==> config.mk <==
export PLATFORM = sky130hd
export DESIGN_NAME = ccv_regs
export DESIGN_NICKNAME = d
export VERILOG_FILES = /design/src/hdl/ccv_pkg.sv /design/src/hdl/ccv_regs.sv
export SDC_FILE = /design/constraint.sdc
export NUM_CORES = 1
export LEC_CHECK = 0
export ABC_AREA = 1
export BUFFER_PORTS_ARGS = -buffer_cell sky130_fd_sc_hd__buf_2
export CAP_MARGIN = 25
export CORE_MARGIN = 5
export CORE_UTILIZATION = 55
export DETAILED_ROUTE_END_ITERATION = 7
export PLACE_DENSITY = 0.88
export SLEW_MARGIN = 20
export SYNTH_ARGS = -nofsm -noshare
export SYNTH_HDL_FRONTEND = slang
export SYNTH_SLANG_ARGS = --single-unit
==> constraint.sdc <==
create_clock -name ref_clk -period 17.7 [get_ports ref_clk]
set_input_delay 0.885 -clock ref_clk [delete_from_list [all_inputs] [get_ports ref_clk]]
set_output_delay 0.885 -clock ref_clk [all_outputs]
set_load 0.01 [all_outputs]
==> src/hdl/ccv_pkg.sv <==
// Package of constants and carrier types for the core context and vector register bank.
`default_nettype none
package ccv_pkg;
   // ----------------------------------------------------------------------
   // Register addresses (core special-function address space).
   // ----------------------------------------------------------------------
   localparam logic [15:0] CCV_SYSTEM_CONFIGURATION_ADDR = 16'hFE14;
   localparam logic [15:0] CCV_IVB_ADDR = 16'hFE20;
   localparam logic [15:0] CCV_TVB_ADDR = 16'hFE24;
   localparam logic [15:0] CCV_ISP_ADDR = 16'hFE28;
   localparam logic [15:0] CCV_ICR_ADDR = 16'hFE2C;
   localparam logic [15:0] CCV_LIMIT_ADDR = 16'hFE3C;
   // ----------------------------------------------------------------------
   // Field positions and reset values.
   // ----------------------------------------------------------------------
   localparam int CCV_OFS_MSB = 15;
   localparam int CCV_SEG_LSB = 16;
   localparam int CCV_SEG_MSB = 19;
   localparam int CCV_SYS_FLAG_BIT = 0;
   localparam int CCV_SYS_PROT_BIT = 1;
   localparam int CCV_ICR_PRIO_MSB = 7;
   localparam int CCV_ICR_IE_BIT = 8;
   localparam int CCV_ICR_PEND_LSB = 16;
   localparam int CCV_ICR_PEND_MSB = 23;
   localparam int CCV_ICR_ARB_LSB = 24;
   localparam int CCV_ICR_ARB_MSB = 25;
   localparam logic [31:0] CCV_LIMIT_MASK = 32'h000FFFFF;
   localparam logic [31:0] CCV_EVEN_MASK = 32'hFFFFFFFE;
   localparam logic [31:0] CCV_ICR_MASK = 32'h03FF01FF;
   localparam logic [31:0] CCV_SYS_MASK = 32'h00000003;
   localparam logic [31:0] CCV_LIMIT_RST = 32'h00000000;
   localparam logic [31:0] CCV_ISP_RST = 32'h00000100;
   localparam logic [31:0] CCV_IVB_RST = 32'h00000000;
   localparam logic [31:0] CCV_TVB_RST = 32'hA0000100;
   localparam logic [31:0] CCV_ICR_RST = 32'h00000000;
   localparam logic [31:0] CCV_SYS_RST = 32'h00000000;
   // Save area stride: sixteen words of four bytes, as a shift of six.
   localparam int CCV_CSA_SHIFT = 6;
   // Trap vector slot for the context-management trap class.
   localparam logic [31:0] CCV_DEPL_TRAP_OFS = 32'h00000060;
   // ----------------------------------------------------------------------
   // Carrier types.
   // ----------------------------------------------------------------------
   // Register access request from the core.
   typedef struct packed {
      logic wr;
      logic rd;
      logic [15:0] addr;
      logic [31:0] wdata;
   } ccv_req_t;
   // Context save request: head pointer consumed and the normal target.
   typedef struct packed {
      logic valid;
      logic irq_entry;
      logic [19:0] head_ptr;
      logic [31:0] target;
   } ccv_save_t;
endpackage : ccv_pkg
`default_nettype wire

==> src/hdl/ccv_regs.sv <==
// Core context, stack and vector register bank with depletion detection.
`default_nettype none
module ccv_regs (
   // Clock and reset.
   input wire logic ref_clk,
   input wire logic reset,
   // Register access from the core.
   input wire ccv_pkg::ccv_req_t req,
   output logic [31:0] rdata,
   // Initialization protection open (driven from the watchdog, same clock).
   input wire logic init_open,
   // Context save and restore from the core pipeline.
   input wire ccv_pkg::ccv_save_t save,
   input wire logic irq_return,
   input wire logic [31:0] restored_sp,
   // Results toward the core.
   output logic save_done,
   output logic [31:0] branch_target,
   output logic depletion_trap,
   output logic [31:0] csa_addr,
   output logic [31:0] address_reg_ten,
   output logic protection_enable
);
   import ccv_pkg::*;

   // -------------------------------------------------------------------------
   // Helpers
   // -------------------------------------------------------------------------
   // Byte address of a save area: segment in top nibble, offset times 64.
   function automatic logic [31:0] ccv_csa_addr(input logic [19:0] p);
      ccv_csa_addr = {p[CCV_SEG_MSB:CCV_SEG_LSB], 6'h00,
                      p[CCV_OFS_MSB:0], 6'h00};
   endfunction

   // -------------------------------------------------------------------------
   // State
   // -------------------------------------------------------------------------
   logic [31:0] limit_q, limit_d;   // Save area limit pointer.
   logic [31:0] isp_q, isp_d;       // Interrupt stack pointer.
   logic [31:0] ivb_q, ivb_d;       // Interrupt vector base.
   logic [31:0] tvb_q, tvb_d;       // Trap vector base.
   logic [31:0] icr_q, icr_d;       // Interrupt control.
   logic [31:0] sys_q, sys_d;       // System configuration.
   logic [31:0] sp_q, sp_d;         // Stack pointer copy.
   logic done_q, done_d;            // One-cycle save completion pulse.
   logic trap_q, trap_d;            // One-cycle depletion trap pulse.
   logic [31:0] tgt_q, tgt_d;       // Branch target of the last save.
   logic [31:0] csa_q, csa_d;       // Byte address of the last save area used.
   logic depl_hit;                  // Head pointer matches limit this cycle.
   // The compare looks only at the twenty pointer bits of the limit, so a
   // stale value in the reserved upper bits could never mask a depletion.
   // Those bits are kept at zero by the write mask in any case.

   // -------------------------------------------------------------------------
   // Next-state logic
   // -------------------------------------------------------------------------
   // Writes are masked so reserved positions never store a one; the
   // hardware set of the sticky flag is applied last so it beats a clear.
   always_comb begin
      limit_d = limit_q;
      isp_d = isp_q;
      ivb_d = ivb_q;
      tvb_d = tvb_q;
      icr_d = icr_q;
      sys_d = sys_q;
      sp_d = sp_q;
      depl_hit = save.valid && (save.head_ptr == limit_q[CCV_SEG_MSB:0]);
      done_d = save.valid;
      trap_d = depl_hit;
      tgt_d = tgt_q;
      csa_d = csa_q;
      if (req.wr) begin
         unique case (req.addr)
            CCV_LIMIT_ADDR: limit_d = req.wdata & CCV_LIMIT_MASK;
            CCV_ISP_ADDR: if (init_open) isp_d = req.wdata & CCV_EVEN_MASK;
            CCV_IVB_ADDR: if (init_open) ivb_d = req.wdata & CCV_EVEN_MASK;
            CCV_TVB_ADDR: if (init_open) tvb_d = req.wdata & CCV_EVEN_MASK;
            CCV_ICR_ADDR: icr_d = req.wdata & CCV_ICR_MASK;
            CCV_SYSTEM_CONFIGURATION_ADDR: sys_d = req.wdata & CCV_SYS_MASK;
            default: ;
         endcase
      end
      // A save always completes; the head area address is reported.
      if (save.valid) begin
         csa_d = ccv_csa_addr(save.head_ptr);
         tgt_d = depl_hit ? (tvb_q | CCV_DEPL_TRAP_OFS) : save.target;
         // Interrupt entry: old stack pointer is in the saved context,
         // then the stack pointer takes the interrupt stack value.
         if (save.irq_entry) sp_d = isp_q;
      end
      if (irq_return) sp_d = restored_sp;
      if (depl_hit) sys_d[CCV_SYS_FLAG_BIT] = 1'b1;
   end

   // -------------------------------------------------------------------------
   // Registers
   // -------------------------------------------------------------------------
   always_ff @(posedge ref_clk or posedge reset) begin
      if (reset) begin
         limit_q <= CCV_LIMIT_RST;
         isp_q <= CCV_ISP_RST;
         ivb_q <= CCV_IVB_RST;
         tvb_q <= CCV_TVB_RST;
         icr_q <= CCV_ICR_RST;
         sys_q <= CCV_SYS_RST;
         sp_q <= 32'h00000000;
         done_q <= 1'b0;
         trap_q <= 1'b0;
         tgt_q <= 32'h00000000;
         csa_q <= 32'h00000000;
      end else begin
         limit_q <= limit_d;
         isp_q <= isp_d;
         ivb_q <= ivb_d;
         tvb_q <= tvb_d;
         icr_q <= icr_d;
         sys_q <= sys_d;
         sp_q <= sp_d;
         done_q <= done_d;
         trap_q <= trap_d;
         tgt_q <= tgt_d;
         csa_q <= csa_d;
      end
   end

   // -------------------------------------------------------------------------
   // Read path and outputs
   // -------------------------------------------------------------------------
   // Reads are combinational; unmapped addresses return zero.
   always_comb begin
      rdata = 32'h00000000;
      if (req.rd) begin
         unique case (req.addr)
            CCV_LIMIT_ADDR: rdata = limit_q;
            CCV_ISP_ADDR: rdata = isp_q;
            CCV_IVB_ADDR: rdata = ivb_q;
            CCV_TVB_ADDR: rdata = tvb_q;
            CCV_ICR_ADDR: rdata = icr_q;
            CCV_SYSTEM_CONFIGURATION_ADDR: rdata = sys_q;
            default: rdata = 32'h00000000;
         endcase
      end
   end

   assign save_done = done_q;
   assign depletion_trap = trap_q;
   assign branch_target = tgt_q;
   assign csa_addr = csa_q;
   assign address_reg_ten = sp_q;
   assign protection_enable = sys_q[CCV_SYS_PROT_BIT];

   // -------------------------------------------------------------------------
   // Checks
   // -------------------------------------------------------------------------
   // All checks run on the core clock and sleep while reset is high; the
   // inputs they read come from logic on the same clock, so no settling
   // margin is needed.

   // Depletion detection and the redirected branch target.
   chk_depl_trap: assert property (
      @(posedge ref_clk) disable iff (reset)
      save.valid && save.head_ptr == limit_q[19:0] |=> depletion_trap && save_done)
      else $error("depletion trap missing");
   chk_no_false_trap: assert property (
      @(posedge ref_clk) disable iff (reset)
      !(save.valid && save.head_ptr == limit_q[19:0]) |=> !depletion_trap)
      else $error("depletion trap without a match");
   chk_trap_target: assert property (
      @(posedge ref_clk) disable iff (reset)
      depletion_trap |-> branch_target == ($past(tvb_q) | CCV_DEPL_TRAP_OFS))
      else $error("trap target wrong");
   chk_normal_target: assert property (
      @(posedge ref_clk) disable iff (reset)
      save.valid && !depl_hit |=> branch_target == $past(save.target))
      else $error("normal target wrong");
   // A save completes whether or not it traps, and never without a request.
   chk_save_done: assert property (
      @(posedge ref_clk) disable iff (reset)
      !save.valid |=> !save_done)
      else $error("save done without a save");

   // Sticky depletion flag: set by hardware, cleared only by a write.
   chk_sticky_set: assert property (
      @(posedge ref_clk) disable iff (reset)
      depletion_trap |-> sys_q[CCV_SYS_FLAG_BIT])
      else $error("sticky flag not set");
   chk_sticky_hold: assert property (
      @(posedge ref_clk) disable iff (reset)
      sys_q[0] && !(req.wr && req.addr == CCV_SYSTEM_CONFIGURATION_ADDR) |=> sys_q[0])
      else $error("sticky flag dropped");
   // A configuration write with no depletion in the same cycle stores
   // exactly the two defined bits of the written word.
   chk_sys_write: assert property (
      @(posedge ref_clk) disable iff (reset)
      req.wr && req.addr == CCV_SYSTEM_CONFIGURATION_ADDR && !depl_hit
      |=> sys_q == ($past(req.wdata) & CCV_SYS_MASK))
      else $error("configuration write wrong");

   // Initialization protection of the stack pointer and vector bases.
   chk_protect_write: assert property (
      @(posedge ref_clk) disable iff (reset)
      req.wr && !init_open && req.addr == CCV_TVB_ADDR |=> $stable(tvb_q))
      else $error("protected write taken");
   chk_protect_isp: assert property (
      @(posedge ref_clk) disable iff (reset)
      req.wr && !init_open && req.addr == CCV_ISP_ADDR |=> $stable(isp_q))
      else $error("protected stack write taken");
   chk_protect_ivb: assert property (
      @(posedge ref_clk) disable iff (reset)
      req.wr && !init_open && req.addr == CCV_IVB_ADDR |=> $stable(ivb_q))
      else $error("protected vector write taken");
   // An open write of the trap base lands with only bit zero dropped.
   chk_open_write: assert property (
      @(posedge ref_clk) disable iff (reset)
      req.wr && init_open && req.addr == CCV_TVB_ADDR
      |=> tvb_q == ($past(req.wdata) & CCV_EVEN_MASK))
      else $error("open trap base write lost");

   // Fixed-zero and reserved positions.
   chk_isp_even: assert property (
      @(posedge ref_clk) disable iff (reset)
      isp_q[0] == 1'b0 && ivb_q[0] == 1'b0 && tvb_q[0] == 1'b0)
      else $error("odd vector or stack");
   chk_reserved_zero: assert property (
      @(posedge ref_clk) disable iff (reset)
      (sys_q[31:2] == 30'h0) && (limit_q[31:20] == 12'h000))
      else $error("reserved bit set");
   chk_icr_reserved: assert property (
      @(posedge ref_clk) disable iff (reset)
      (icr_q & ~CCV_ICR_MASK) == 32'h00000000)
      else $error("control register reserved bit set");

   // Stack pointer switch on interrupt entry and return.
   chk_sp_switch: assert property (
      @(posedge ref_clk) disable iff (reset)
      save.valid && save.irq_entry && !irq_return |=> address_reg_ten == $past(isp_q))
      else $error("stack switch missing");
   chk_sp_restore: assert property (
      @(posedge ref_clk) disable iff (reset)
      irq_return |=> address_reg_ten == $past(restored_sp))
      else $error("stack restore missing");

   // Save area addresses step in whole areas of sixteen words.
   chk_csa_stride: assert property (
      @(posedge ref_clk) disable iff (reset)
      save_done |-> csa_addr[5:0] == 6'h00)
      else $error("save area misaligned");

   // Main scenarios that a useful run must reach.
   cov_depletion: cover property (@(posedge ref_clk) disable iff (reset) depletion_trap);
   cov_irq_return: cover property (@(posedge ref_clk) disable iff (reset) irq_return);
   cov_irq_entry: cover property (@(posedge ref_clk) disable iff (reset)
      save.valid && save.irq_entry);
   cov_blocked: cover property (@(posedge ref_clk) disable iff (reset)
      req.wr && !init_open && req.addr == CCV_ISP_ADDR);
   cov_prot_on: cover property (@(posedge ref_clk) disable iff (reset) protection_enable);
endmodule : ccv_regs
`default_nettype wire

After elaboration in Yosys (flattened, before gate mapping)
Cells that the tools add are included.
Storage, ports and cells
  word-level logic and storage cells: 41
  flip-flop bits (word level): 220
  bits of input ports: 140
  output and inout port bits: 131
Cells by class
  mux-type cells: 9
  reductions and logical operators: 13
  equal/unequal tests: 7
Operators by type and width (count)
  32-bit case mux with 6 select lines: 1
  32-bit two-way mux: 5
  16-bit equality test (second input constant): 6
  20-bit equality test: 1
  2-bit AND reduction: 5
  3-bit AND reduction: 3
  2-bit nonzero test: 4
  1-bit two-way mux: 3
  1-bit logical AND: 1

Logic depth before layout (Yosys ltp)
Gate-level depths: netlist of the first run.
  depth after elaboration: 4
  depth in mapped cells: 12
  gate-level depth less buffers: 11

Least setup slack after synthesis of the first run
OpenSTA, ideal clock, no wires.
  path kind: in2out
  start: in req[38] (netlist name)
  end: out rdata[16]
  slack: 14.753 ns
  arrival time: 2.062 ns
  stages: 10
  cells stage by stage: inv_1 -> nand3_1 -> nor2_2 -> nor2b_1 -> buf_2 -> nand2_2 -> buf_2 -> o21ai_0 -> nor2_1 -> nor2_1
On the way
  longest elaborated chain between the ends: 3
  elaborated cells on any way between the ends: 8
Ends and longest elaborated chain
  from (decl): RTL line ccv_regs.sv:8  | input wire ccv_pkg::ccv_req_t req,
  16-bit equality test: RTL line ccv_regs.sv:133  | unique case (req.addr)
  32-bit case mux with 6 select lines (*): RTL line ccv_regs.sv:133
  32-bit two-way mux (*): RTL line ccv_regs.sv:132  | if (req.rd) begin
  to (decl): RTL line ccv_regs.sv:9  | output logic [31:0] rdata,
Every way passes the cells marked *; elsewhere a longest branch is shown, timed or not.

Worst setup path in the final report of the first run
  start: in req[38] (netlist name)
  end: out rdata[24]
The elaborated chain is that of the path after synthesis.

==> results of run 1 <==
worst register-to-register path, delay by kind of cell (launching register included):
kind,cells,cell delay (ps)
simple gates,8,1240
flops,1,440
buf+inv,1,260
synthesized netlist by cell type:
| master | number |
|---|---|
| sky130_fd_sc_hd__nand2_1 | 485 |
| sky130_fd_sc_hd__dfrtp_1 | 216 |
| sky130_fd_sc_hd__inv_1 | 148 |
| sky130_fd_sc_hd__o21ai_0 | 127 |
| sky130_fd_sc_hd__nand3_1 | 118 |
| sky130_fd_sc_hd__nor2_1 | 98 |
| sky130_fd_sc_hd__clkbuf_1 | 44 |
| sky130_fd_sc_hd__o21ai_1 | 42 |
| sky130_fd_sc_hd__nand4_1 | 32 |
| sky130_fd_sc_hd__buf_2 | 27 |
| sky130_fd_sc_hd__buf_4 | 13 |
| sky130_fd_sc_hd__o21ai_2 | 10 |
| sky130_fd_sc_hd__a21oi_1 | 8 |
| sky130_fd_sc_hd__a31oi_1 | 8 |
| sky130_fd_sc_hd__inv_2 | 8 |
| sky130_fd_sc_hd__dfstp_2 | 4 |
| sky130_fd_sc_hd__buf_1 | 3 |
| sky130_fd_sc_hd__buf_6 | 3 |
| sky130_fd_sc_hd__nand2_2 | 3 |
| sky130_fd_sc_hd__nor2_2 | 3 |
| sky130_fd_sc_hd__nor3_1 | 3 |
| sky130_fd_sc_hd__and3_1 | 2 |
| sky130_fd_sc_hd__nor3_4 | 2 |
| sky130_fd_sc_hd__o211ai_1 | 2 |
| sky130_fd_sc_hd__o221a_2 | 2 |
| sky130_fd_sc_hd__a22o_1 | 1 |
| sky130_fd_sc_hd__conb_1 | 1 |
| sky130_fd_sc_hd__nand2_4 | 1 |
| sky130_fd_sc_hd__nand3_4 | 1 |
| sky130_fd_sc_hd__nor2_8 | 1 |
| sky130_fd_sc_hd__nor2b_1 | 1 |
| sky130_fd_sc_hd__nor3_2 | 1 |
| sky130_fd_sc_hd__o22ai_1 | 1 |
| sky130_fd_sc_hd__o311ai_0 | 1 |
| sky130_fd_sc_hd__xnor2_1 | 1 |
layout by cell type, fill, tap and decap left out, types with 10 or more instances in the layout:
cell type / synthesis / routed
sky130_fd_sc_hd__clkbuf_16: 0 / 25
sky130_fd_sc_hd__o21ai_0: 127 / 127
sky130_fd_sc_hd__nand3_1: 118 / 118
sky130_fd_sc_hd__o21ai_2: 10 / 10
sky130_fd_sc_hd__inv_1: 148 / 147
sky130_fd_sc_hd__o21ai_1: 42 / 42
sky130_fd_sc_hd__conb_1: 1 / 12
sky130_fd_sc_hd__nand2_1: 485 / 483
sky130_fd_sc_hd__nor2_1: 98 / 95
sky130_fd_sc_hd__dfrtp_1: 216 / 216
sky130_fd_sc_hd__nand4_1: 32 / 32
sky130_fd_sc_hd__buf_2: 27 / 258
kinds of logic after synthesis:
family	Yosys count
and+or+nand+nor	751
xor gates and xnor gates	1
other	1
DFF	220
AOI/OAI and AO/OA	202
buffers and inverters	246
routing by layer:
layer / global-route usage (%) / share of wire, % / vias up
li1: - / - / 4914
met1: 39.2 / 40 / 4855
met2: 47.9 / 49 / 489
met3: 3.66 / 7.9 / 75
met4: 8.83 / 3.0 / 0
met5: 0 / 0 / -
state kept, by name (all words and copies together) (netlist names):
name and cells:
address_reg_ten 32, icr_q 19, limit_q 20, depletion_trap 1, isp_q 31, branch_target 32, csa_addr 20, tvb_q 31
sys_q 2, ivb_q 31, save_done 1
per-stage QoR:
| stage | area (um^2) | worst slack, ps | utilization, % | hold WS [ps] |
|---|---|---|---|---|
| floorplan | 10800 | 10800 | - | 453 |
| global placement | 12100 | 14070 | 62.4 | 456 |
| detailed placement | 12100 | 14010 | 62.5 | 461 |
| CTS | 12900 | 14010 | 66.5 | 476 |
| global route | 12900 | 13750 | 66.8 | 493 |
| finish | 12900 | 13940 | 66.8 | 465 |
final cells by class:
type / count / area share [%]
clock buffers: 37 / 5.49
clock inverters: 5 / 0.387
inverters: 156 / 4.63
multi-input cells: 966 / 33.3
flip-flops and latches: 220 / 42.6
well taps: 265 / 2.56
repair buffers: 272 / 11.1
path summary, 6_finish.rpt:
kind | start | end | slack, ps | cells past startpoint
worst max-delay path | req[38] | rdata[24] | 13940 | 11
worst min-delay path | reset | save_done | 460 | 2
worst max register to register | limit_q[1] | branch_target[8] | 15640 | 9
worst min register to register | branch_target[28] | branch_target[28] | 470 | 2
max in group asynchronous | reset | address_reg_ten[7] | 16120 | 4
min in group ref_clk | branch_target[28] | branch_target[28] | 470 | 2
report_power, final:
group | total [mW] | switching [mW] | internal, mW
Sequential | 0.530 | 0.00945 | 0.520
Clock | 0.488 | 0.199 | 0.289
Combinational | 0.104 | 0.0658 | 0.0377
==> impl_metrics.xml, run 1 <==
<?xml version="1.0" encoding="UTF-8"?>
<metrics>
  <group name="layout">
    <metric name="ff_latch_area" unit="mm^2">0.00551</metric>
    <metric name="nNetsFinal" unit="">1780</metric>
    <metric name="final.fill_count" unit="">1615</metric>
    <metric name="antenna_cells_inserted" unit="">0</metric>
    <metric name="multi_input_comb_area" unit="mm^2">0.00431</metric>
    <metric name="drive_gt1_share" unit="%">21.1</metric>
    <metric name="stdcell_count" unit="">1921</metric>
    <metric name="area_delta_synth_final" unit="%">20.1</metric>
  </group>
  <group name="critical_path">
    <metric name="worstPathRequired" unit="ps">16820</metric>
    <metric name="worstSetupStartpointType" unit="">primary input</metric>
    <metric name="worst_ep_arrival_time" unit="ps">2870</metric>
    <metric name="peak_fanout_along_the_critical_path" unit="">32</metric>
    <metric name="slowest_stage" unit="">sky130_fd_sc_hd__nand2_2</metric>
    <metric name="critical_path_class" unit="">in -&gt; out</metric>
    <metric name="cp_bufs_invs" unit="">4</metric>
    <metric name="timing.critical_path.max_delay_family" unit="">simple AND/OR/NAND/NOR gates</metric>
    <metric name="crit_path_end_kind" unit="">output port</metric>
    <metric name="worstPathCellList" unit="">buf_2, inv_1, nand3_1, nor2_2, nor2b_2, buf_4, nand2_2, o21ai_0, nor2_1, nor2_1, buf_2</metric>
    <metric name="worst_path_largest_cell_delay" unit="ps">380</metric>
  </group>
  <group name="drt">
    <metric name="via_per_inst" unit="">5.38</metric>
    <metric name="ant_nets" unit="">0</metric>
    <metric name="routedWlPerCell" unit="um">17.1</metric>
    <metric name="initialDrtViolationCount" unit="">1126</metric>
    <metric name="post-route-drc-count" unit="">0</metric>
    <metric name="drtPass1Iterations" unit="">6</metric>
    <metric name="routed_wirelength" unit="mm">32.9</metric>
    <metric name="vias" unit="">10333</metric>
  </group>
  <group name="power">
    <metric name="power.static_leakage" unit="nW">6.78</metric>
    <metric name="power_per_cell_area" unit="mW/mm^2">86.6</metric>
    <metric name="finalPower" unit="mW">1.12</metric>
    <metric name="vdd_ir_drop_max" unit="mV">0.0736</metric>
  </group>
  <group name="synthesis">
    <metric name="yosys.area_share.xor_xnor" unit="%">0.0813</metric>
    <metric name="synth_compound_area_share" unit="%">10.1</metric>
    <metric name="ys_warn_count" unit="">0</metric>
    <metric name="yosys.area_share.simple" unit="%">29.2</metric>
    <metric name="synth_top_family_by_area" unit="">simple AND/OR/NAND/NOR gates</metric>
    <metric name="syn_avg_cell_area" unit="um^2">7.58</metric>
    <metric name="synth-seq-cells" unit="">220</metric>
    <metric name="yosysTopAreaCell" unit="">sky130_fd_sc_hd__dfrtp_1</metric>
    <metric name="synth.distinct_cells" unit="">35</metric>
    <metric name="synth_top_cell_area_share" unit="%">50.2</metric>
    <metric name="post_synthesis_cell_area" unit="mm^2">0.0108</metric>
    <metric name="synth-seq-area-share" unit="%">51.1</metric>
    <metric name="post_synthesis_cells" unit="">1421</metric>
    <metric name="synth.top_cells.by_area" unit="">sky130_fd_sc_hd__dfrtp_1 50%, sky130_fd_sc_hd__nand2_1 17%, sky130_fd_sc_hd__o21ai_0 5.9%, sky130_fd_sc_hd__nand3_1 5.5%, sky130_fd_sc_hd__inv_1 5.2%</metric>
    <metric name="synth_area_in_adders" unit="%">0</metric>
    <metric name="synth.area.mux_share" unit="%">0</metric>
  </group>
  <group name="timing">
    <metric name="rsz_0062_raised_after_global_routing" unit="">false</metric>
    <metric name="worst_pin_slew" unit="ps">894</metric>
    <metric name="final.setup.tns" unit="ps">0</metric>
    <metric name="finalSetupViolCount" unit="">0</metric>
    <metric name="relSlewSlack" unit="%">40.3</metric>
    <metric name="final_worst_path_period_need" unit="ps">3760</metric>
    <metric name="slew_violations" unit="">0</metric>
    <metric name="max_freq" unit="MHz">266</metric>
    <metric name="timing.final.crit_share" unit="%">21.2</metric>
    <metric name="worst_clock_skew" unit="ps">8.99</metric>
    <metric name="finalHoldViolCount" unit="">0</metric>
  </group>
  <group name="placed_design">
    <metric name="dp_hpwl" unit="mm">23.6</metric>
    <metric name="port-buffer-count" unit="">258</metric>
    <metric name="global_placement_routability_congestion" unit="">0.917</metric>
    <metric name="placedCellCount" unit="">1877</metric>
  </group>
  <group name="global_routing">
    <metric name="grt_first_pass_wirelength" unit="mm">51.3</metric>
    <metric name="grt_start_max_net_pins" unit="">147</metric>
    <metric name="antenna_violations_before_repair" unit="">0</metric>
    <metric name="grt.overflow.total" unit="">0</metric>
    <metric name="grt.total_usage" unit="%">28.6</metric>
    <metric name="via_count_of_the_first_global_routing_pass" unit="">9930</metric>
  </group>
  <group name="floorplanning">
    <metric name="core_region_area" unit="mm^2">0.0194</metric>
    <metric name="die_area" unit="mm^2">0.0225</metric>
    <metric name="rows" unit="">51</metric>
    <metric name="dieWidth" unit="um">150</metric>
    <metric name="num_io_pins" unit="">271</metric>
    <metric name="initial_core_util" unit="%">55.6</metric>
    <metric name="die_y" unit="um">150</metric>
  </group>
  <group name="clock_network">
    <metric name="tritoncts.num_buffers" unit="">24</metric>
    <metric name="clkSlewWorstSetupHoldPaths" unit="ps">60</metric>
    <metric name="cts_hold_buf" unit="">0</metric>
    <metric name="cts_sinks" unit="">220</metric>
    <metric name="postCtsSetupBuffers" unit="">0</metric>
    <metric name="clk_latency" unit="ps">510</metric>
    <metric name="max-clock-path-buffers" unit="">3</metric>
    <metric name="cts-resized-gates" unit="">0</metric>
    <metric name="clock_root_buffer_master" unit="">sky130_fd_sc_hd__clkbuf_16</metric>
    <metric name="cts.htree.levels" unit="">1</metric>
    <metric name="cts_tree" unit="">done</metric>
  </group>
  <group name="min_path">
    <metric name="holdCritPathClass" unit="">in -&gt; async</metric>
  </group>
  <group name="run_status">
    <metric name="outcome" unit="">completed</metric>
  </group>
  <group name="flow_run">
    <metric name="maxCapViolCount" unit="">0</metric>
  </group>
</metrics>
Power figures use the tool's default switching activity.
==> run 2: changes to the inputs <==
--- a/config.mk
+++ b/config.mk
@@ -9,9 +9,9 @@
 export BUFFER_PORTS_ARGS = -buffer_cell sky130_fd_sc_hd__buf_2
 export CAP_MARGIN = 25
 export CORE_MARGIN = 5
-export CORE_UTILIZATION = 55
+export CORE_UTILIZATION = 54
 export DETAILED_ROUTE_END_ITERATION = 7
-export PLACE_DENSITY = 0.88
+export PLACE_DENSITY = 0.87
 export SLEW_MARGIN = 20
 export SYNTH_ARGS = -nofsm -noshare
 export SYNTH_HDL_FRONTEND = slang
==> constraint.sdc (replaced) <==
create_clock -name ref_clk -period 3.54 [get_ports ref_clk]
set_input_delay 0.177 -clock ref_clk [delete_from_list [all_inputs] [get_ports ref_clk]]
set_output_delay 0.177 -clock ref_clk [all_outputs]
set_load 0.01 [all_outputs]
==> run 2 against run 1 <==
Effect of this change:
- sequential share of layout area decreased by 3.3 points
- core utilization increased by 5.2 points
- highest routed layer unchanged
- global-route usage up 2.6 points
- largest cell class unchanged
- count of clock-buffer cells in the layout down 6
- critical path depth increased by 3
- critical path type unchanged
==> impl_metrics.xml, run 2 (same netlist as run 1, synthesis figures left out) <==
<?xml version="1.0" encoding="UTF-8"?>
<metrics>
  <group name="critical_path">
    <metric name="worstSetupStartpointType" unit="">primary input</metric>
    <metric name="reg2reg_from" unit="">limit_q[5]</metric>
    <metric name="ff2ff_setup_slack" unit="ps">1320</metric>
    <metric name="worstPathRequired" unit="ps">3360</metric>
    <metric name="path_depth_of_the_worst_reg2reg_path" unit="">9</metric>
    <metric name="peak_fanout_along_the_critical_path" unit="">17</metric>
    <metric name="reg2reg_capture_point" unit="">branch_target[31]</metric>
    <metric name="critical_path_class" unit="">in -&gt; out</metric>
    <metric name="crit_path_end_kind" unit="">output port</metric>
    <metric name="worst_ep_arrival_time" unit="ps">2200</metric>
  </group>
  <group name="timing">
    <metric name="rsz_0062_raised_after_global_routing" unit="">false</metric>
    <metric name="timing.final.crit_share" unit="%">67.2</metric>
    <metric name="postLayoutSetupSlackWorst" unit="ps">1160</metric>
    <metric name="max_freq" unit="MHz">420</metric>
    <metric name="slew_violations" unit="">0</metric>
    <metric name="worst_pin_slew" unit="ps">922</metric>
    <metric name="finalHoldViolCount" unit="">0</metric>
    <metric name="final.setup.tns" unit="ps">0</metric>
    <metric name="finalSetupViolCount" unit="">0</metric>
    <metric name="final_worst_path_period_need" unit="ps">2380</metric>
    <metric name="worst_clock_skew" unit="ps">18.6</metric>
    <metric name="relSlewSlack" unit="%">38.5</metric>
  </group>
  <group name="global_routing">
    <metric name="via_count_of_the_first_global_routing_pass" unit="">10847</metric>
    <metric name="groute.layer.met1.usage" unit="%">39.3</metric>
    <metric name="grt_first_pass_wirelength" unit="mm">56.1</metric>
    <metric name="most_heavily_used_metal_layer_in_global_routing" unit="">met2</metric>
    <metric name="global_route.usage.met3" unit="%">5.89</metric>
    <metric name="antenna_violations_before_repair" unit="">0</metric>
    <metric name="grt.total_usage" unit="%">31.3</metric>
    <metric name="groute.layer.met2.usage" unit="%">51.6</metric>
    <metric name="grt.overflow.total" unit="">0</metric>
    <metric name="grt_start_max_net_pins" unit="">72</metric>
  </group>
  <group name="placed_design">
    <metric name="global_placement_routability_congestion" unit="">0.907</metric>
    <metric name="port-buffer-count" unit="">258</metric>
    <metric name="dp_hpwl" unit="mm">24.0</metric>
    <metric name="placedCellCount" unit="">1882</metric>
    <metric name="place_ws" unit="ps">788</metric>
  </group>
  <group name="layout">
    <metric name="antenna_cells_inserted" unit="">0</metric>
    <metric name="layout.cells.most_common" unit="">sky130_fd_sc_hd__nand2_1</metric>
    <metric name="most_frequent_cells_in_the_layout" unit="">483 x sky130_fd_sc_hd__nand2_1, 258 x sky130_fd_sc_hd__buf_2, 216 x sky130_fd_sc_hd__dfrtp_1, 147 x sky130_fd_sc_hd__inv_1, 127 x sky130_fd_sc_hd__o21ai_0</metric>
    <metric name="nNetsFinal" unit="">1886</metric>
    <metric name="drive_gt1_share" unit="%">20.4</metric>
    <metric name="area_delta_synth_final" unit="%">30.3</metric>
    <metric name="stdcell_count" unit="">2026</metric>
    <metric name="final.fill_count" unit="">1465</metric>
  </group>
  <group name="power">
    <metric name="vdd_ir_drop_max" unit="mV">0.301</metric>
    <metric name="power.static_leakage" unit="nW">7.23</metric>
    <metric name="power_per_cell_area" unit="mW/mm^2">414</metric>
  </group>
  <group name="floorplanning">
    <metric name="num_io_pins" unit="">271</metric>
    <metric name="initial_core_util" unit="%">55.2</metric>
    <metric name="rows" unit="">51</metric>
    <metric name="die_y" unit="um">151</metric>
    <metric name="dieWidth" unit="um">151</metric>
    <metric name="core_region_area" unit="mm^2">0.0195</metric>
    <metric name="die_area" unit="mm^2">0.0229</metric>
  </group>
  <group name="min_path">
    <metric name="holdCritPathClass" unit="">in -&gt; reg</metric>
    <metric name="number_of_instances_on_the_worst_hold_path" unit="">3</metric>
    <metric name="min-delay-start" unit="">req[16]</metric>
    <metric name="worstHoldEndpoint" unit="">icr_q[16]</metric>
  </group>
  <group name="clock_network">
    <metric name="max-clock-path-buffers" unit="">3</metric>
    <metric name="clk_latency" unit="ps">520</metric>
    <metric name="tritoncts.num_buffers" unit="">23</metric>
    <metric name="postCtsSetupBuffers" unit="">0</metric>
    <metric name="cts_tree" unit="">done</metric>
    <metric name="clkSlewWorstSetupHoldPaths" unit="ps">60</metric>
    <metric name="cts.htree.levels" unit="">1</metric>
    <metric name="cts_sinks" unit="">220</metric>
    <metric name="clock_root_buffer_master" unit="">sky130_fd_sc_hd__clkbuf_16</metric>
  </group>
  <group name="drt">
    <metric name="routed_wirelength" unit="mm">36.3</metric>
    <metric name="routedWlPerCell" unit="um">17.9</metric>
    <metric name="drtPass1Iterations" unit="">6</metric>
    <metric name="via_per_inst" unit="">5.47</metric>
    <metric name="post-route-drc-count" unit="">0</metric>
    <metric name="vias" unit="">11089</metric>
    <metric name="initialDrtViolationCount" unit="">1111</metric>
    <metric name="ant_nets" unit="">0</metric>
  </group>
  <group name="run_status">
    <metric name="outcome" unit="">completed</metric>
  </group>
  <group name="flow_run">
    <metric name="maxCapViolCount" unit="">0</metric>
  </group>
</metrics>
## run 2: cell count changes in the layout (fill, tap and decap cells not counted), sizes merged
cell / previous run / this run
buf: 272 / 279
bufinv: 1 / 3
clkbuf: 37 / 31
clkinv: 6 / 5
clkinvlp: 0 / 1
dlygate4sd3: 0 / 100
inv: 154 / 156
## run 2: worst max-delay path by stage
| stage | startpoint | endpoint | slack [ps] | cells past startpoint |
|---|---|---|---|---|
| 2_1_floorplan | reset | address_reg_ten[0] | 500 | 1 |
| 3_3_place_gp | req[40] | ivb_q[12] | 960 | 10 |
| 3_5_place_dp | req[40] | ivb_q[10] | 790 | 10 |
| 4_1_cts | req[40] | rdata[18] | 1170 | 14 |
| 5_1_grt | req[40] | rdata[16] | 1010 | 14 |
| 6_report | req[40] | rdata[16] | 1160 | 14 |
## run 2: layer usage
layer  up-vias  share of wire, %
li1       5137                 -
met1      5170                37
met2       629                48
met3       153               9.2
met4         0               5.3
met5         -                 0
## run 2: final cells by class
| class | count | area, um^2 | area share (%) |
|---|---|---|---|
| clock buffers | 31 | 656 | 4.67 |
| flip-flops and latches | 220 | 5510 | 39.2 |
| inverters | 156 | 589 | 4.20 |
| repair buffers | 379 | 2530 | 18.0 |
| multi-input cells | 966 | 4300 | 30.6 |
| well taps | 265 | 332 | 2.36 |
| clock inverters | 9 | 124 | 0.882 |
## run 2: metrics by stage
stage | total power, mW | util, % | hold WS [ps] | instance area [um^2]
floorplan | 2.97 | - | 208 | 10800
global placement | 3.20 | 62.3 | 395 | 12200
detailed placement | 3.21 | 62.4 | 400 | 12200
CTS | 5.79 | 71.5 | 5.50 | 14000
global route | 6.01 | 71.9 | 6.60 | 14000
finish | 5.82 | 71.9 | 7.16 | 14000
## run 2: worst max-delay path, cell delays in order
cell and delay, ps:
sky130_fd_sc_hd__buf_2 90, sky130_fd_sc_hd__inv_1 40, sky130_fd_sc_hd__nand2_1 40, sky130_fd_sc_hd__nor2_1 90, sky130_fd_sc_hd__nand2_1 100, sky130_fd_sc_hd__inv_2 140
sky130_fd_sc_hd__nand2_4 110, sky130_fd_sc_hd__nor2_2 640, sky130_fd_sc_hd__buf_12 240, sky130_fd_sc_hd__nand2_1 70, sky130_fd_sc_hd__o21ai_0 70, sky130_fd_sc_hd__nor2_1 90
sky130_fd_sc_hd__nor2_1 140, sky130_fd_sc_hd__buf_2 160
## run 2: what timing repair did
action / CTS / global route
hold buffers: 100 / 0
resized for setup: 0 / 0
setup endpoints to repair: 0 / 0
hold endpoints to repair: 157 / 0
## run 2: power breakdown
group          internal (mW)  switching (mW)  leakage, nW  total, mW
registers               2.60          0.0536         2.91       2.66
clock network           1.51            1.02        0.389       2.53
logic                  0.265           0.362         3.93      0.627
==> run 3: changes to the inputs <==
--- a/config.mk
+++ b/config.mk
@@ -9,9 +9,9 @@
 export BUFFER_PORTS_ARGS = -buffer_cell sky130_fd_sc_hd__buf_2
 export CAP_MARGIN = 25
 export CORE_MARGIN = 5
-export CORE_UTILIZATION = 54
+export CORE_UTILIZATION = 49
 export DETAILED_ROUTE_END_ITERATION = 7
-export PLACE_DENSITY = 0.87
+export PLACE_DENSITY = 0.83
 export SLEW_MARGIN = 20
 export SYNTH_ARGS = -nofsm -noshare
 export SYNTH_HDL_FRONTEND = slang
==> constraint.sdc (replaced) <==
create_clock -name ref_clk -period 2 [get_ports ref_clk]
set_input_delay 0.1 -clock ref_clk [delete_from_list [all_inputs] [get_ports ref_clk]]
set_output_delay 0.1 -clock ref_clk [all_outputs]
set_load 0.01 [all_outputs]
==> run 3 against run 2 <==
Effect of this change:
- combinational power grew 85%
- design area grew 3.2%
- sequential share of layout area shrank 1.2 points
- routed wire length grew 0.67%
- setup slack lost 1000 ps
- non-clock buffer count grew 33
- total power grew 81%
- final cell count grew 2.8%
- highest routed layer unchanged
- flip-flop and latch count is the same
- global-route usage shrank 2.8 points
- first-iteration DRC count grew 5.2%
- register-to-register slack lost 1200 ps
==> impl_metrics.xml, run 3 (same netlist as run 1, synthesis figures left out) <==
<?xml version="1.0" encoding="UTF-8"?>
<metrics>
  <group name="run_status">
    <metric name="outcome" unit="">completed</metric>
  </group>
  <group name="placed_design">
    <metric name="global_placement_routability_congestion" unit="">0.926</metric>
    <metric name="place_ws" unit="ps">121</metric>
    <metric name="port-buffer-count" unit="">258</metric>
    <metric name="dp_hpwl" unit="mm">24.6</metric>
  </group>
  <group name="timing">
    <metric name="slew_violations" unit="">0</metric>
    <metric name="finalHoldViolCount" unit="">0</metric>
    <metric name="worst_pin_slew" unit="ps">615</metric>
    <metric name="postLayoutSetupSlackWorst" unit="ps">124</metric>
    <metric name="finalSetupViolCount" unit="">0</metric>
    <metric name="timing.final.crit_share" unit="%">93.8</metric>
    <metric name="final_worst_path_period_need" unit="ps">1880</metric>
    <metric name="worst_clock_skew" unit="ps">15.1</metric>
    <metric name="rsz_0062_raised_after_global_routing" unit="">false</metric>
    <metric name="relSlewSlack" unit="%">59.0</metric>
    <metric name="max_freq" unit="MHz">533</metric>
    <metric name="final.setup.tns" unit="ps">0</metric>
  </group>
  <group name="power">
    <metric name="vdd_ir_drop_max" unit="mV">0.523</metric>
    <metric name="net-switching-power" unit="mW">2.60</metric>
    <metric name="power.static_leakage" unit="nW">7.43</metric>
    <metric name="power.combinational.fraction" unit="%">11.0</metric>
    <metric name="pwr-share-clk" unit="%">44.3</metric>
    <metric name="power_per_cell_area" unit="mW/mm^2">725</metric>
    <metric name="power_switching_share" unit="%">24.7</metric>
    <metric name="power_report.internal_total" unit="mW">7.92</metric>
    <metric name="power.sequential.fraction" unit="%">44.7</metric>
  </group>
  <group name="drt">
    <metric name="routedWlPerCell" unit="um">17.6</metric>
    <metric name="vias" unit="">11137</metric>
    <metric name="post-route-drc-count" unit="">0</metric>
    <metric name="initialDrtViolationCount" unit="">1169</metric>
    <metric name="routed_wirelength" unit="mm">36.6</metric>
    <metric name="via_per_inst" unit="">5.35</metric>
    <metric name="ant_nets" unit="">0</metric>
    <metric name="drtPass1Iterations" unit="">6</metric>
  </group>
  <group name="clock_network">
    <metric name="cts_tree" unit="">done</metric>
    <metric name="clkSlewWorstSetupHoldPaths" unit="ps">60</metric>
    <metric name="clock_root_buffer_master" unit="">sky130_fd_sc_hd__clkbuf_16</metric>
    <metric name="tritoncts.num_buffers" unit="">25</metric>
    <metric name="max-clock-path-buffers" unit="">3</metric>
    <metric name="clk_latency" unit="ps">520</metric>
    <metric name="cts.htree.levels" unit="">1</metric>
    <metric name="postCtsSetupBuffers" unit="">0</metric>
    <metric name="cts_sinks" unit="">220</metric>
  </group>
  <group name="global_routing">
    <metric name="grt_first_pass_wirelength" unit="mm">56.3</metric>
    <metric name="via_count_of_the_first_global_routing_pass" unit="">10893</metric>
    <metric name="grt.total_usage" unit="%">28.5</metric>
    <metric name="grt.overflow.total" unit="">0</metric>
    <metric name="grt_start_max_net_pins" unit="">74</metric>
    <metric name="antenna_violations_before_repair" unit="">0</metric>
  </group>
  <group name="layout">
    <metric name="most_frequent_cells_in_the_layout" unit="">483 x sky130_fd_sc_hd__nand2_1, 258 x sky130_fd_sc_hd__buf_2, 216 x sky130_fd_sc_hd__dfrtp_1, 147 x sky130_fd_sc_hd__inv_1, 127 x sky130_fd_sc_hd__o21ai_0</metric>
    <metric name="drive_gt1_share" unit="%">20.8</metric>
    <metric name="layout.cells.most_common" unit="">sky130_fd_sc_hd__nand2_1</metric>
    <metric name="area_delta_synth_final" unit="%">34.5</metric>
    <metric name="postLayoutCoreUtil" unit="%">66.7</metric>
    <metric name="nNetsFinal" unit="">1921</metric>
  </group>
  <group name="floorplanning">
    <metric name="initial_core_util" unit="%">49.5</metric>
    <metric name="dieWidth" unit="um">158</metric>
    <metric name="die_y" unit="um">158</metric>
    <metric name="num_io_pins" unit="">271</metric>
    <metric name="rows" unit="">54</metric>
    <metric name="core_region_area" unit="mm^2">0.0218</metric>
    <metric name="die_area" unit="mm^2">0.0251</metric>
  </group>
  <group name="critical_path">
    <metric name="worstPathRequired" unit="ps">1900</metric>
    <metric name="cp_bufs_invs" unit="">4</metric>
    <metric name="worst_path_largest_cell_delay" unit="ps">350</metric>
    <metric name="peak_fanout_along_the_critical_path" unit="">15</metric>
    <metric name="worstSetupStartpointType" unit="">primary input</metric>
    <metric name="worst_ep_arrival_time" unit="ps">1780</metric>
    <metric name="crit_path_end_kind" unit="">output port</metric>
    <metric name="worstPathCellList" unit="">buf_2, inv_1, nand3_1, nor2_2, nor2b_2, buf_12, nand2_1, o21ai_0, nor2_1, nor2_1, buf_2</metric>
    <metric name="timing.critical_path.max_delay_family" unit="">simple AND/OR/NAND/NOR gates</metric>
    <metric name="slowest_stage" unit="">sky130_fd_sc_hd__nor2b_2</metric>
    <metric name="critical_path_class" unit="">in -&gt; out</metric>
  </group>
  <group name="min_path">
    <metric name="holdCritPathClass" unit="">in -&gt; reg</metric>
  </group>
  <group name="flow_run">
    <metric name="maxCapViolCount" unit="">0</metric>
  </group>
</metrics>
run 3: power groups by stage:
stage	Clock, mW	Sequential (mW)	Combinational (mW)
detailed placement	0	4.77	0.939
finish	4.66	4.70	1.16
floorplan	0	4.84	0.419
global route	4.89	4.71	1.27
CTS	4.72	4.69	1.13
global placement	0	4.76	0.919
run 3: worst register-to-register path, cell delays in order, from the launching register on:
cell	delay, ps
sky130_fd_sc_hd__dfrtp_1	440
sky130_fd_sc_hd__nand2_1	190
sky130_fd_sc_hd__nand2_1	70
sky130_fd_sc_hd__nor2_1	150
sky130_fd_sc_hd__nand2_1	80
sky130_fd_sc_hd__nor2_1	90
sky130_fd_sc_hd__nand3_1	250
sky130_fd_sc_hd__buf_12	270
sky130_fd_sc_hd__nand2_1	90
sky130_fd_sc_hd__nand3_1	80
sky130_fd_sc_hd__nand2_1	80
run 3: cell type report:
class                   count  area, um^2
well taps                 280         350
clock inverters            13         155
diodes                      3        7.51
repair buffers            412        2900
fillers                  1750        7250
flip-flops and latches    220        5510
clock buffers              32         682
inverters                 156         589
multi-input cells         966        4310
run 3: path summary, 6_finish.rpt:
kind | from | endpoint | slack, ps | cells past startpoint
max | req[38] | rdata[4] | 120 | 11
max in group asynchronous | reset | tvb_q[31] | 1080 | 4
max reg2reg | limit_q[1] | branch_target[12] | 150 | 10
min reg2reg | branch_target[20] | branch_target[20] | 480 | 2
min in group asynchronous | reset | tvb_q[15] | 160 | 3
min | irq_return | address_reg_ten[13] | 60 | 4
run 3: timing repair:
action                                  CTS  global route
endpoints found under the hold margin   261             0
endpoints found under the setup margin    0             6
resized for setup                         0             1
hold buffers                            121             0
run 3: layer usage:
layer	part of all wire, %	global-route usage [%]
met1	38	36.5
met2	49	47.9
met3	8.1	3.83
met4	4.8	13.5
met5	0	0
run 3: through the flow:
step | total power [mW] | std cells | hold WS (ps) | cell area (um^2)
3_3_place_gp | 5.68 | 1913 | 142 | 12400
5_1_grt | 10.9 | 2079 | 97.0 | 14500
4_1_cts | 10.5 | 2079 | 42.1 | 14500
2_1_floorplan | 5.26 | 1432 | 131 | 10800
6_report | 10.5 | 2082 | 63.3 | 14500
3_5_place_dp | 5.71 | 1913 | 146 | 12400
